<file path="src/shared/xirq_pkg.sv">
// Constants for the added-interrupt and auxiliary-port block
package xirq_pkg;
  localparam logic [7:0] ADDR_CONTROL = 8'hC0;
  localparam logic [7:0] ADDR_AUX_PORT = 8'hD8;
  localparam logic [7:0] RST_CONTROL = 8'h00;
  localparam logic [7:0] RST_AUX_PORT = 8'hFF;
  localparam logic [3:0] AUX_PINS_RST = 4'hF;
  localparam logic [7:0] VEC_IRQ_A = 8'h33;
  localparam logic [7:0] VEC_IRQ_B = 8'h3B;
  localparam logic [2:0] POLL_IRQ_A = 3'h6;
  localparam logic [2:0] POLL_IRQ_B = 3'h7;
  localparam int AUX_WIDTH = 4;
  localparam int BIT_A_EDGE = 0;
  localparam int BIT_A_PEND = 1;
  localparam int BIT_A_EN = 2;
  localparam int BIT_A_PRIO = 3;
  localparam int BIT_B_EDGE = 4;
  localparam int BIT_B_PEND = 5;
  localparam int BIT_B_EN = 6;
  localparam int BIT_B_PRIO = 7;
  localparam int PIN_A_DEFAULT = 2;
  localparam int PIN_B_DEFAULT = 3;
endpackage

</file>
<file path="src/verilog/extra_ext_interrupts_port.sv">
// Added external interrupts and auxiliary 4-bit port
// Notes on behaviour
// Control register at SFR 0C0H; every bit settable and clearable singly. In level mode bits 1 and 5 follow the pins, so bit writes to them are lost.
// Bit address 0C2H selects irq A enable; control bit 0 is 0C0H.
// Each added interrupt requests service only while its enable is set.
// Priority bit set puts the interrupt in the high level.
// Edge-select 1 means falling edge, 0 means low level; software only.
// Edge mode: hardware sets pending on edge, clears it on vectoring.
// Interrupt A vectors to 33H at polling position 6.
// Interrupt B vectors to 3BH at polling position 7, lowest.
// Fixed order in a level: six base sources first, then A, then B.
// Auxiliary port at SFR 0D8H; only bits 3..0 are pins.
// Port acts as general port; bits 3 and 2 double as interrupt inputs.
// Write drives pins, read returns pins, read-modify-write changes latch.
// Pins are pulled-up quasi-bidirectional; latch 1 lets pin be input.
// Reset sets port latch to all ones, control register to zero.
// Pin mapping is a parameter; edge-select bits sit at 0 and 4.
// Falling edge is a synchronised high sample followed by a low one.
`timescale 1ns/100ps
module extra_ext_interrupts_port #(
  parameter int PIN_A = xirq_pkg::PIN_A_DEFAULT,
  parameter int PIN_B = xirq_pkg::PIN_B_DEFAULT
) (
  input wire logic clk_sys,
  input wire logic nrst,
  input wire logic [7:0] sfr_addr,
  input wire logic [7:0] sfr_wdata,
  input wire logic sfr_wr,
  input wire logic sfr_rd,
  input wire logic sfr_rmw,
  input wire logic [7:0] bit_addr,
  input wire logic bit_wdata,
  input wire logic bit_wr,
  input wire logic bit_rd,
  output logic [7:0] sfr_rdata,
  output logic bit_rdata,
  input wire logic [3:0] aux_pin_i,
  output logic [3:0] aux_pin_o,
  output logic [3:0] aux_pin_oe,
  input wire logic vector_ack_a,
  input wire logic vector_ack_b,
  output logic irq_a_req,
  output logic irq_b_req,
  output logic irq_a_high_prio,
  output logic irq_b_high_prio,
  output logic [7:0] irq_a_vector,
  output logic [7:0] irq_b_vector,
  output logic [2:0] irq_a_poll,
  output logic [2:0] irq_b_poll
);

  // ------------------------------------------------------------
  // Decode
  // ------------------------------------------------------------
  logic [7:0] ctrl_q;
  logic [7:0] latch_q;
  logic [3:0] sync1_q;
  logic [3:0] sync2_q;
  logic [1:0] prev_q;

  // Bit address -> byte base and bit index
  function automatic logic hit(input logic [7:0] a, input logic [7:0] base);
    hit = (a[7:3] == base[7:3]);
  endfunction

  wire ctrl_byte_wr = sfr_wr && (sfr_addr == xirq_pkg::ADDR_CONTROL);
  wire port_byte_wr = sfr_wr && (sfr_addr == xirq_pkg::ADDR_AUX_PORT);
  wire ctrl_bit_wr = bit_wr && hit(bit_addr, xirq_pkg::ADDR_CONTROL);
  wire port_bit_wr = bit_wr && hit(bit_addr, xirq_pkg::ADDR_AUX_PORT);
  wire [2:0] bidx = bit_addr[2:0];

  // ------------------------------------------------------------
  // Pin synchroniser and edge detect
  // ------------------------------------------------------------
  always_ff @(posedge clk_sys or negedge nrst)
  begin
    if (!nrst)
    begin
      sync1_q <= xirq_pkg::AUX_PINS_RST;
      sync2_q <= xirq_pkg::AUX_PINS_RST;
    end
    else
    begin
      sync1_q <= aux_pin_i;
      sync2_q <= sync1_q;
    end
  end

  wire lvl_a_n = sync2_q[PIN_A];
  wire lvl_b_n = sync2_q[PIN_B];

  always_ff @(posedge clk_sys or negedge nrst)
  begin
    if (!nrst)
      prev_q <= 2'h3;
    else
      prev_q <= {lvl_b_n, lvl_a_n};
  end

  wire fall_a = prev_q[0] && !lvl_a_n;
  wire fall_b = prev_q[1] && !lvl_b_n;

  // ------------------------------------------------------------
  // Control register
  // ------------------------------------------------------------
  logic [7:0] ctrl_d;
  always_comb
  begin
    ctrl_d = ctrl_q;
    if (ctrl_byte_wr)
      ctrl_d = sfr_wdata;
    if (ctrl_bit_wr)
      ctrl_d[bidx] = bit_wdata;
    // Edge mode pending: vectoring clears, new edge wins over clear
    if (ctrl_q[xirq_pkg::BIT_A_EDGE])
    begin
      if (vector_ack_a)
        ctrl_d[xirq_pkg::BIT_A_PEND] = 1'b0;
      if (fall_a)
        ctrl_d[xirq_pkg::BIT_A_PEND] = 1'b1;
    end
    else
      ctrl_d[xirq_pkg::BIT_A_PEND] = !lvl_a_n;
    if (ctrl_q[xirq_pkg::BIT_B_EDGE])
    begin
      if (vector_ack_b)
        ctrl_d[xirq_pkg::BIT_B_PEND] = 1'b0;
      if (fall_b)
        ctrl_d[xirq_pkg::BIT_B_PEND] = 1'b1;
    end
    else
      ctrl_d[xirq_pkg::BIT_B_PEND] = !lvl_b_n;
  end

  always_ff @(posedge clk_sys or negedge nrst)
  begin
    if (!nrst)
      ctrl_q <= xirq_pkg::RST_CONTROL;
    else
      ctrl_q <= ctrl_d;
  end

  // ------------------------------------------------------------
  // Auxiliary port latch
  // ------------------------------------------------------------
  always_ff @(posedge clk_sys or negedge nrst)
  begin
    if (!nrst)
      latch_q <= xirq_pkg::RST_AUX_PORT;
    else if (port_byte_wr)
      latch_q <= sfr_wdata;
    else if (port_bit_wr)
      latch_q[bidx] <= bit_wdata;
  end

  // Quasi-bidirectional: only drive low; pull-up makes a 1 an input
  assign aux_pin_o = '0;
  assign aux_pin_oe = ~latch_q[3:0];

  // ------------------------------------------------------------
  // Read path
  // ------------------------------------------------------------
  // Read-modify-write reads the latch so unselected bits keep value
  always_ff @(posedge clk_sys or negedge nrst)
  begin
    if (!nrst)
    begin
      sfr_rdata <= 8'h00;
      bit_rdata <= 1'b0;
    end
    else
    begin
      sfr_rdata <= 8'h00;
      if (sfr_rd && sfr_addr == xirq_pkg::ADDR_CONTROL)
        sfr_rdata <= ctrl_q;
      else if (sfr_rd && sfr_addr == xirq_pkg::ADDR_AUX_PORT)
        sfr_rdata <= sfr_rmw ? latch_q : {4'hF, sync2_q};
      bit_rdata <= 1'b0;
      if (bit_rd && hit(bit_addr, xirq_pkg::ADDR_CONTROL))
        bit_rdata <= ctrl_q[bidx];
      else if (bit_rd && hit(bit_addr, xirq_pkg::ADDR_AUX_PORT))
        bit_rdata <= (bidx < 3'h4) ? sync2_q[bidx[1:0]] : 1'b1;
    end
  end

  // ------------------------------------------------------------
  // Requests to the core
  // ------------------------------------------------------------
  assign irq_a_req = ctrl_q[xirq_pkg::BIT_A_PEND]
    && ctrl_q[xirq_pkg::BIT_A_EN];
  assign irq_b_req = ctrl_q[xirq_pkg::BIT_B_PEND]
    && ctrl_q[xirq_pkg::BIT_B_EN];
  assign irq_a_high_prio = ctrl_q[xirq_pkg::BIT_A_PRIO];
  assign irq_b_high_prio = ctrl_q[xirq_pkg::BIT_B_PRIO];
  // Core places these after its six own sources in each level
  assign irq_a_vector = xirq_pkg::VEC_IRQ_A;
  assign irq_b_vector = xirq_pkg::VEC_IRQ_B;
  assign irq_a_poll = xirq_pkg::POLL_IRQ_A;
  assign irq_b_poll = xirq_pkg::POLL_IRQ_B;
endmodule

</file>
<file path="config.mk">
export PLATFORM = sky130hd
export DESIGN_NAME = extra_ext_interrupts_port
export DESIGN_NICKNAME = d
export VERILOG_FILES = /design/src/shared/xirq_pkg.sv /design/src/verilog/extra_ext_interrupts_port.sv
export SDC_FILE = /design/constraint.sdc
export NUM_CORES = 1
export LEC_CHECK = 0
export BUFFER_PORTS_ARGS = -buffer_cell sky130_fd_sc_hd__buf_4
export CORE_ASPECT_RATIO = 0.7
export CORE_MARGIN = 10
export CORE_UTILIZATION = 45
export CTS_CLUSTER_DIAMETER = 50
export DETAILED_ROUTE_END_ITERATION = 7
export PLACE_DENSITY_LB_ADDON = 0.12
export SYNTH_ARGS = -nofsm -noshare
export SYNTH_HDL_FRONTEND = slang
export SYNTH_SLANG_ARGS = --single-unit
</file>
<file path="constraint.sdc">
create_clock -name clk_sys -period 2.7 [get_ports clk_sys]
set_clock_uncertainty 0.05 [all_clocks]
set_input_delay 0.405 -clock clk_sys [delete_from_list [all_inputs] [get_ports clk_sys]]
set_output_delay 0.405 -clock clk_sys [all_outputs]
set_load 0.01 [all_outputs]
</file>
Word-level counts from Yosys, hierarchy flattened
Index checks and enable logic that the tools add are counted.
Storage, ports and cells
  register bits after elaboration: 35
  input bits: 38
Cells by class
  magnitude comparators: 4
  equal/unequal tests: 4
  mux-type cells: 24
  bitwise operators: 1
  reductions and logical operators: 16
Operator list (number)
  $mux 8: 7
  $bwmux 8: 2
  $eq 8x8->1 const B: 2
  $logic_and 1x1->1: 13
  $mux 1: 12
  $eq 5x5->1 const B: 2
  $lt 3x4->1 const B: 1
  $not 4->4: 1
  $bmux 1 s3: 1
  $demux 1 s3: 1
  $ge 3x1->1 const B: 1
  $lt 2x3->1 const B: 1
  $lt 3x3->1 const B: 1
  $bmux 1 s2: 1
  $logic_not 1->1: 2
  $reduce_bool 2->1: 1

Longest topological paths before layout
Gate-level depths: netlist (run 1).
  depth after elaboration: 9
  depth in mapped cells: 6
  mapped depth without buffers: 4

Least setup slack after synthesis (run 1)
OpenSTA, ideal clock, no wires.
  path kind: input -> register
  start: input port sfr_addr[1]
  end: register ctrl_q[4]
  data arrival time: 1512 ps
  required time: 2525 ps
  path slack: 1013 ps
  cell stages on the path: 5
  path buffers: 1
  cell sequence: nor4bb_1 -> buf_2 -> nand3_4 -> mux2_4 -> mux2_4
On the way
  cells in the longest elaborated chain, start to end: 5
Ends and longest elaborated chain
  start, declared: line extra_ext_interrupts_port.sv:26  | input wire logic [7:0] sfr_addr,
  $eq 8x8->1 *: line extra_ext_interrupts_port.sv:66  | wire ctrl_byte_wr = sfr_wr && (sfr_addr == xirq_pkg::ADDR_CONTROL);
  $logic_and 1x1->1 *: line extra_ext_interrupts_port.sv:66
  $mux 8 *: line extra_ext_interrupts_port.sv:110  | if (ctrl_byte_wr)
  $bwmux 8: line extra_ext_interrupts_port.sv:113  | ctrl_d[bidx] = bit_wdata;
  $mux 8 *: line extra_ext_interrupts_port.sv:112  | if (ctrl_bit_wr)
  net ctrl_d[4]: line extra_ext_interrupts_port.sv:106  | logic [7:0] ctrl_d;
  end signal, assigned: line extra_ext_interrupts_port.sv:138  | ctrl_q <= xirq_pkg::RST_CONTROL;
  end signal, assigned: line extra_ext_interrupts_port.sv:140  | ctrl_q <= ctrl_d;
  end, declared: line extra_ext_interrupts_port.sv:55  | logic [7:0] ctrl_q;
Mark *: on every way through the listed nets, which the timed path passes. The rest lies on a longest branch.
A chain may end at the register's enable or synchronous reset.

Worst setup path in the final report (run 1)
  start: input port bit_addr[5]
  end: register latch_q[7]
On the way
  cells in the longest elaborated chain, start to end: 3
Ends and longest elaborated chain
  start, declared: line extra_ext_interrupts_port.sv:31  | input wire logic [7:0] bit_addr,
  $eq 5x5->1: line extra_ext_interrupts_port.sv:63  | hit = (a[7:3] == base[7:3]);
  $logic_and 1x1->1: line extra_ext_interrupts_port.sv:69  | wire port_bit_wr = bit_wr && hit(bit_addr, xirq_pkg::ADDR_AUX_PORT);
  $reduce_bool 2->1 (no source line)
  end signal, assigned: line extra_ext_interrupts_port.sv:149  | latch_q <= xirq_pkg::RST_AUX_PORT;
  end signal, assigned: line extra_ext_interrupts_port.sv:151  | latch_q <= sfr_wdata;
  end signal, assigned by index: line extra_ext_interrupts_port.sv:153  | latch_q[bidx] <= bit_wdata;
  end, declared: line extra_ext_interrupts_port.sv:56  | logic [7:0] latch_q;
Every way passes these cells.

==> impl_metrics.py, run 1 <==
metrics = {
    "status": {
        "status": "finished clean",
    },
    "worst_setup_path": {
        "worstPathRequired_ps": 2860,
        "slowest_stage": "nor3_1",
        "cpPeakStageDelay_ps": 610,
        "path_max_fanout": 12,
        "rr_endpoint": "bit_rdata",
        "endpoint_kind": "flip-flop",
        "r2r-start": "ctrl_q[3]",
        "cp.arrival_ps": 1920,
        "r2r_slack_ps": 1370,
        "start_kind": "primary input",
        "criticalPathCategory": "primary input to flip-flop",
        "path_cells": "buf_4, nand4b_1, nor3_1, nand3_1, a31oi_1",
        "ff2ff_path_depth": 4,
    },
    "cells_and_area": {
        "fin_util": 0.572,
        "finish.instance_area_um2": 2490,
        "area_delta_synth_final_pct": 22.1,
        "layout-drive-gt1-share": 0.351,
        "final_common_cell": "buf_4",
        "fin_nets": 296,
        "layout_common_cells": "55 x buf_4, 26 x conb_1, 18 x dfstp_2",
        "n_antenna_cell": 0,
    },
    "floorplanning": {
        "design.core.area_um2": 4350,
        "die_w_um": 100,
        "initial_utilization": 0.469,
        "row_count": 20,
        "die_area_um2": 7670,
        "die_height_um": 76.3,
        "ios": 81,
    },
    "global_route": {
        "antenna_found_initial": 0,
        "grt_usage": 0.144,
        "grt-ovfl-total": 0,
        "grt_max_degree": 36,
        "grt_pass1_vias": 1667,
        "grt_pass1_wl_mm": 8.82,
    },
    "power": {
        "powerDensity_nw_per_um2": 523,
        "total_power_w": 0.00130,
        "power.leakage_nw": 1.14,
        "ir_worst_vdd_mv": 0.299,
    },
    "route": {
        "drc": 0,
        "drtIter0Drc": 125,
        "routed_via_density": 5.16,
        "num_vias": 1620,
        "finalWirelength_mm": 5.56,
        "ant_nets": 0,
        "wl_per_cell_um": 17.7,
        "dr.pass1.iters": 4,
    },
    "yosys": {
        "netlist_area_um2": 2040,
        "synth_top_area_cell": "dfstp_2",
        "synth-seq-cells": 35,
        "synthCells": 208,
        "avgSynthCellArea_um2": 9.81,
        "synth_cell_type_count": 40,
        "yosysTopAreaCellShare": 0.232,
        "yosys-top-cells-area": "dfstp_2 23%, dfrtp_1 21%, buf_4 9.6%, mux2i_1 6.9%, o21ai_0 4.2%",
        "synth_seq_area_share": 0.440,
        "yosys_warnings": 0,
    },
    "timing": {
        "tns_ps": 0,
        "hold_violations": 0,
        "period_needed_ps": 1760,
        "finalCritPeriodShare": 0.651,
        "slew_violations": 0,
        "worst_pin_slew_ps": 613,
        "rsz0062_at_grt": "no",
        "fmax_mhz": 569,
        "setup_viol": 0,
        "relSlewSlack": 0.590,
        "whs_ps": 2.94,
    },
    "place": {
        "numPortBuffers": 54,
        "gp_congestion": 0.832,
        "dp_hpwl_mm": 4.26,
        "place_area_um2": 2370,
    },
    "cts": {
        "postCtsHoldBufs": 0,
        "cts-root-buf": "clkbuf_8",
        "numCtsBuffers": 5,
        "cts_tree": "built",
        "cts.path.max_buffers": 2,
        "clkSinkCount": 35,
        "clk_pin_slew_ps": 70,
        "clk_latency_ps": 290,
        "post-cts-setup-buffer-count": 0,
        "cts_resized": 0,
        "htreeDepth": 2,
    },
    "hold_path": {
        "hold_path.class": "primary input to asynchronous set/reset pin",
    },
    "job": {
        "drv_cap": 0,
    },
}
[through the flow]
| step | setup slack, ps | cells |
|---|---|---|
| 3_3_place_gp | 695 | 306 |
| 3_5_place_dp | 681 | 306 |
| 6_report | 943 | 314 |
| 2_1_floorplan | 1010 | 232 |
| 5_1_grt | 780 | 314 |
| 4_1_cts | 947 | 314 |
[logic make-up after synthesis]
family                 after synthesis  share of synthesized area
AO/OA/AOI/OAI                       39                      0.120
buffers and inverters               45                      0.134
flip-flops                          35                      0.440
multiplexers                        19                      0.109
other                                2                    0.00368
AND/OR/NAND/NOR                     68                      0.194
[area by class of cell]
| type | count | area, µm² |
|---|---|---|
| fill | 408 | 1860 |
| clock inverter | 2 | 35.0 |
| tap | 55 | 68.8 |
| clock buffer | 6 | 82.6 |
| sequential | 35 | 898 |
| multi-input combinational | 152 | 960 |
| timing repair buffer | 55 | 413 |
| inverter | 9 | 33.8 |
[synth_stat cells]
cell	n
o22ai_1	1
or3_1	2
clkbuf_1	4
nand3_4	1
nor4_1	8
or2_2	1
and3_1	2
a21oi_1	4
nand3b_1	1
nand3_1	7
nand2b_1	2
mux2_4	4
nor2b_1	7
dfrtp_1	17
buf_1	1
dfstp_2	18
buf_4	26
conb_1	2
or2_1	1
mux2i_1	14
a31oi_1	7
inv_1	9
nor4_4	1
nand2_1	16
nor4bb_1	2
nand4b_1	2
o311ai_1	1
mux4_2	1
o41ai_2	1
a211oi_1	1
o21bai_1	2
and2_1	3
o21ai_0	17
o211ai_1	1
nor2_1	9
a221oi_1	3
o31ai_1	1
nor3_1	2
nor3_2	1
buf_2	5
[report_power, final]
part | leakage (nW) | switching [W] | internal, W
logic | 0.657 | 0.000104 | 0.0000944
registers | 0.419 | 0.0000318 | 0.000574
clock network | 0.0612 | 0.000198 | 0.000299
[layer usage]
layer,up-vias,global-route usage,share of wire
li1,784,-,-
met1,767,0.186,0.45
met2,58,0.215,0.45
met3,11,0.0507,0.075
met4,0,0.0507,0.016
met5,-,0,0
[flip-flops by register name, indices dropped and copies added (netlist names)]
register   cells
bit_rdata      1
ctrl_q         8
latch_q        8
prev_q         2
sfr_rdata      8
sync1_q        4
sync2_q        4
[worst max-delay path, delay by kind of cell]
| kind | cells | cell delay, ps |
|---|---|---|
| compound gates | 1 | 200 |
| simple gates | 3 | 1200 |
| buf+inv | 1 | 110 |
[how the worst max path moves through the flow]
| stage | slack [ps] | end | from |
|---|---|---|---|
| floorplan | 1010 | ctrl_q[4] | sfr_addr[1] |
| global placement | 700 | ctrl_q[5] | bit_addr[5] |
| detailed placement | 680 | ctrl_q[5] | bit_addr[5] |
| CTS | 950 | latch_q[7] | bit_addr[5] |
| global route | 780 | latch_q[2] | bit_addr[5] |
| finish | 940 | latch_q[7] | bit_addr[5] |
Note: power is estimated with default switching activity, not from simulation.
==> run 2: changes to the inputs <==
--- a/config.mk
+++ b/config.mk
@@ -8,7 +8,7 @@
 export BUFFER_PORTS_ARGS = -buffer_cell sky130_fd_sc_hd__buf_4
 export CORE_ASPECT_RATIO = 0.7
 export CORE_MARGIN = 10
-export CORE_UTILIZATION = 45
+export CORE_UTILIZATION = 44
 export CTS_CLUSTER_DIAMETER = 50
 export DETAILED_ROUTE_END_ITERATION = 7
 export PLACE_DENSITY_LB_ADDON = 0.12
==> constraint.sdc (replaced) <==
create_clock -name clk_sys -period 1.6 [get_ports clk_sys]
set_clock_uncertainty 0.05 [all_clocks]
set_input_delay 0.24 -clock clk_sys [delete_from_list [all_inputs] [get_ports clk_sys]]
set_output_delay 0.24 -clock clk_sys [all_outputs]
set_load 0.01 [all_outputs]
==> run 2 against run 1 <==
Against the previous run:
- total power up 58%
- cell count up 5.7%
- critical path depth up 2
- sequential cell count unchanged
- sequential power is 68% higher
- via count up 5.5%
- combinational power increased by 79%
- first-iteration DRC count decreased by 32%
- global-route usage down 0.12 points
- routed wire length up 0.99%
- register-to-register slack worse by 1100 ps
- largest cell class unchanged
==> impl_metrics.py, run 2 (synthesis gave the netlist of run 1 again) <==
metrics = {
    "floorplanning": {
        "ios": 81,
        "row_count": 20,
        "die_area_um2": 7810,
        "die_w_um": 101,
        "design.core.area_um2": 4400,
        "initial_utilization": 0.463,
        "die_height_um": 77.0,
    },
    "status": {
        "status": "finished clean",
    },
    "place": {
        "pre_cts_ws_ps": -79.6,
        "dp_hpwl_mm": 4.47,
        "gp_congestion": 0.881,
        "place_area_um2": 2480,
        "numPortBuffers": 54,
    },
    "cells_and_area": {
        "reg_top3": "ctrl_q (8), latch_q (8), sfr_rdata (8)",
        "layout_common_cells": "69 x buf_4, 26 x conb_1, 18 x dfstp_2",
        "final_common_cell": "buf_4",
        "finish.instance_area_um2": 2610,
        "layout-drive-gt1-share": 0.375,
        "n_antenna_cell": 0,
        "area_delta_synth_final_pct": 28.1,
        "fin_nets": 314,
    },
    "cts": {
        "htreeDepth": 2,
        "cts_tree": "built",
        "cts.path.max_buffers": 2,
        "clkSinkCount": 35,
        "cts_resized": 0,
        "post-cts-setup-buffer-count": 0,
        "cts-root-buf": "clkbuf_8",
        "clk_latency_ps": 290,
        "numCtsBuffers": 5,
        "clk_pin_slew_ps": 70,
        "postCtsHoldBufs": 2,
    },
    "timing": {
        "period_needed_ps": 1380,
        "hold_violations": 0,
        "tns_ps": 0,
        "rsz0062_at_grt": "no",
        "fmax_mhz": 727,
        "setup_ws_ps": 224,
        "finalCritPeriodShare": 0.860,
        "slew_violations": 0,
        "setup_viol": 0,
        "whs_ps": 6.20,
    },
    "worst_setup_path": {
        "cp.arrival_ps": 1510,
        "criticalPathCategory": "primary input to flip-flop",
        "endpoint_kind": "flip-flop",
        "start_kind": "primary input",
        "worstPathRequired_ps": 1740,
        "path_max_fanout": 7,
    },
    "route": {
        "drtIter0Drc": 85,
        "finalWirelength_mm": 5.61,
        "num_vias": 1709,
        "wl_per_cell_um": 16.9,
        "routed_via_density": 5.15,
        "dr.pass1.iters": 5,
        "ant_nets": 0,
        "drc": 0,
    },
    "power": {
        "power.leakage_nw": 1.21,
        "p_int_w": 0.00150,
        "ir_worst_vdd_mv": 0.422,
        "comb_power_share": 0.173,
        "netSwitchingPower_w": 0.000562,
        "powerDensity_nw_per_um2": 788,
        "swShare": 0.273,
        "p_seq_frac": 0.495,
        "p_clk_frac": 0.331,
    },
    "global_route": {
        "grt_pass1_wl_mm": 9.09,
        "grt_usage": 0.143,
        "grt_max_degree": 36,
        "grt_pass1_vias": 1764,
        "antenna_found_initial": 0,
        "grt-ovfl-total": 0,
    },
    "hold_path": {
        "hold_path.class": "primary input to flip-flop",
    },
    "job": {
        "drv_cap": 0,
    },
}
==> run 2: cell types whose count changed in the layout (fill, tap and decap cells not counted), sizes merged <==
cell / before / now
dlygate4sd3: 0 / 4
buf: 55 / 69
clkbuf: 6 / 7
bufinv: 1 / 0
==> run 2: path summary, 6_finish.rpt <==
check	startpoint	end	slack, ps	cells after the start
min in group asynchronous	nrst	ctrl_q[4]	390	2
max in group asynchronous	nrst	latch_q[3]	770	2
setup / recovery	sfr_addr[1]	ctrl_q[1]	220	7
hold reg to reg	sync1_q[3]	sync2_q[3]	310	0
hold / removal	aux_pin_i[1]	sync1_q[1]	6	1
setup reg to reg	ctrl_q[3]	bit_rdata	320	4
==> run 2: layer usage <==
| metal | wire (µm) | global-route usage | part of all wire |
|---|---|---|---|
| met5 | 0 | 0 | 0 |
| met4 | 9 | 0.0292 | 0.0016 |
| met3 | 396 | 0.0457 | 0.071 |
| met2 | 2600 | 0.213 | 0.46 |
| met1 | 2610 | 0.196 | 0.46 |
==> run 2: area by class of cell <==
class / count / area, µm²
flip-flops and latches: 35 / 898
clock inverters: 1 / 8.76
clock buffers: 7 / 86.3
inverters: 9 / 33.8
fillers: 396 / 1790
multi-input cells: 152 / 960
repair buffers: 73 / 558
well taps: 55 / 68.8
==> run 2: critical path, stage by stage <==
cell,delay (ps)
buf_4,100
nor4bb_1,270
buf_4,200
and3_1,190
a221oi_1,90
buf_4,150
o41ai_2,260
==> run 2: power groups by stage <==
stage / Combinational [W] / Sequential, W / Clock (W)
after global routing: 0.000398 / 0.00103 / 0.000732
after global placement: 0.000344 / 0.00104 / 0
after CTS: 0.000353 / 0.00102 / 0.000696
after detailed placement: 0.000347 / 0.00103 / 0
after floorplan: 0.000223 / 0.00101 / 0
final: 0.000357 / 0.00102 / 0.000683
==> run 2: stage by stage <==
step                 util  total power [W]  instances
floorplan               -          0.00124        232
global placement    0.563          0.00138        320
detailed placement  0.563          0.00138        320
CTS                 0.589          0.00207        330
global route        0.593          0.00216        332
finish              0.593          0.00206        332
==> run 3: changes to the inputs <==
==> constraint.sdc (replaced) <==
create_clock -name clk_sys -period 1.1 [get_ports clk_sys]
set_clock_uncertainty 0.05 [all_clocks]
set_input_delay 0.165 -clock clk_sys [delete_from_list [all_inputs] [get_ports clk_sys]]
set_output_delay 0.165 -clock clk_sys [all_outputs]
set_load 0.01 [all_outputs]
==> run 3 against run 2 <==
Against the previous run:
- the flow now finishes with violations (setup timing)
- global-route usage grew 2.0 points
- setup slack lost 460 ps
- sequential cell count is the same
- register-to-register slack lost 560 ps
- total power grew 59%
- hold slack gained 10 ps
- sequential share of layout area shrank 6.8 points
- clock power grew 41%
- utilization grew 15 points
- via count grew 12%
- highest routed layer unchanged
==> impl_metrics.py, run 3 (synthesis gave the netlist of run 1 again) <==
metrics = {
    "timing": {
        "slew_violations": 0,
        "fmax_mhz": 748,
        "finalCritPeriodShare": 1.22,
        "rsz0062_at_grt": "yes",
        "setup_viol": 21,
        "hold_violations": 0,
        "period_needed_ps": 1340,
        "setup_ws_ps": -237,
    },
    "floorplanning": {
        "die_area_um2": 7810,
        "die_w_um": 101,
        "row_count": 20,
        "initial_utilization": 0.463,
        "ios": 81,
        "die_height_um": 77.0,
        "design.core.area_um2": 4400,
    },
    "power": {
        "power.leakage_nw": 1.49,
        "powerDensity_nw_per_um2": 1000,
        "ir_worst_vdd_mv": 0.680,
    },
    "global_route": {
        "grt_pass1_vias": 2013,
        "grt_usage": 0.162,
        "grt_max_degree": 36,
        "grt-ovfl-total": 0,
        "grt_pass1_wl_mm": 10.3,
        "antenna_found_initial": 0,
    },
    "route": {
        "dr.pass1.iters": 4,
        "drc": 0,
        "num_vias": 1916,
        "finalWirelength_mm": 6.81,
        "routed_via_density": 5.18,
        "ant_nets": 0,
        "wl_per_cell_um": 18.4,
        "drtIter0Drc": 98,
    },
    "cts": {
        "numCtsBuffers": 5,
        "clk_pin_slew_ps": 80,
        "clkSinkCount": 35,
        "clk_latency_ps": 290,
        "htreeDepth": 2,
        "cts_tree": "built",
        "cts.path.max_buffers": 2,
        "cts-root-buf": "clkbuf_8",
    },
    "worst_setup_path": {
        "start_kind": "flip-flop",
        "criticalPathCategory": "flip-flop to flip-flop",
        "crit_family": "compound AO/OA/AOI/OAI gates",
        "cpPeakStageDelay_ps": 400,
        "cp_num_buf_inv": 0,
        "slowest_stage": "dfrtp_1",
        "path_max_fanout": 2,
        "path_cells": "mux2i_1, o211ai_1, a221oi_2, a211oi_2",
        "cp.arrival_ps": 1460,
        "worstPathRequired_ps": 1220,
        "endpoint_kind": "flip-flop",
        "r2r_slack_ps": -240,
    },
    "cells_and_area": {
        "final_common_cell": "buf_4",
        "layout-drive-gt1-share": 0.584,
        "fin_nets": 352,
        "multi_input_area_um2": 1210,
        "area_delta_synth_final_pct": 59.9,
        "fin_util": 0.741,
        "n_antenna_cell": 0,
        "fin_cells": 370,
        "fillers": 332,
        "reg_top3": "ctrl_q (8), latch_q (8), sfr_rdata (8)",
        "seq_area_um2": 898,
        "layout_common_cells": "79 x buf_4, 26 x conb_1, 26 x buf_6",
    },
    "job": {
        "drv_cap": 0,
    },
    "status": {
        "violations": "setup timing",
        "status": "complete, but fails checks",
    },
    "place": {
        "dp.cells": 346,
        "dp_hpwl_mm": 4.93,
        "numPortBuffers": 54,
        "gp_congestion": 0.924,
    },
    "hold_path": {
        "hold_path.class": "primary input to flip-flop",
    },
}
-- run 3: changes by cell type in the layout (fill, tap and decap cells not counted), moves of 4 or more --
cell / before / now
buf_4: 69 / 79
buf_6: 0 / 26
inv_1: 9 / 4
inv_2: 0 / 4
nor4_1: 8 / 1
nor4_4: 1 / 6
o21ai_0: 17 / 2
o21ai_1: 0 / 9
o21ai_2: 0 / 6
-- run 3: worst paths after layout --
path                               from         end  cells past startpoint
min                        vector_ack_a   ctrl_q[1]                      2
max in group asynchronous          nrst  latch_q[1]                      2
max reg2reg                   ctrl_q[6]   bit_rdata                      4
min in group asynchronous          nrst   ctrl_q[4]                      2
min reg2reg                  sync1_q[2]  sync2_q[2]                      0
max                           ctrl_q[6]   bit_rdata                      4
-- run 3: layer usage --
metal	GRT usage	vias up	wire [µm]
li1	-	895	-
met1	0.221	929	3010
met4	0.0194	0	39
met3	0.0439	7	543
met5	0	-	0
met2	0.256	85	3220
-- run 3: worst register-to-register path: stages, from the launching register on --
cell and delay (ps):
dfrtp_1 400, mux2i_1 220, o211ai_1 150, a221oi_2 350
a211oi_2 60
-- run 3: through the flow --
stage	setup TNS [ps]	area [µm²]	worst slack (ps)	total power (W)	hold slack, ps
floorplan	-2900	2200	-338	0.00181	-181
global placement	-8590	2740	-469	0.00211	95.6
detailed placement	-8350	2740	-457	0.00211	94.7
CTS	-1610	3170	-190	0.00323	10.9
global route	-2870	3260	-288	0.00339	7.93
finish	-1880	3260	-237	0.00327	16.2
-- run 3: final cells by class --
| cell class | instances | share of cell area |
|---|---|---|
| Timing Repair Buffer | 111 | 0.293 |
| Multi-Input combinational cell | 152 | 0.372 |
| Tap cell | 55 | 0.0211 |
| Clock inverter | 3 | 0.00613 |
| Clock buffer | 5 | 0.0211 |
| Inverter | 9 | 0.0111 |
| Sequential cell | 35 | 0.275 |
-- run 3: what timing repair did --
item / 4_1_cts / 5_1_grt
gates resized for setup: 51 / 26
pin swaps: 13 / 9
setup buffers: 13 / 0
setup endpoints to repair: 25 / 33
hold buffers: 5 / 0
endpoints found under the hold margin: 21 / 0
-- run 3: report_power, final --
part | switching, W | total (W) | leakage [nW] | internal, W
clock network | 0.000519 | 0.000960 | 0.0402 | 0.000441
registers | 0.0000580 | 0.00147 | 0.419 | 0.00141
logic | 0.000410 | 0.000846 | 1.03 | 0.000436
total | 0.000987 | 0.00327 | 1.49 | 0.00229
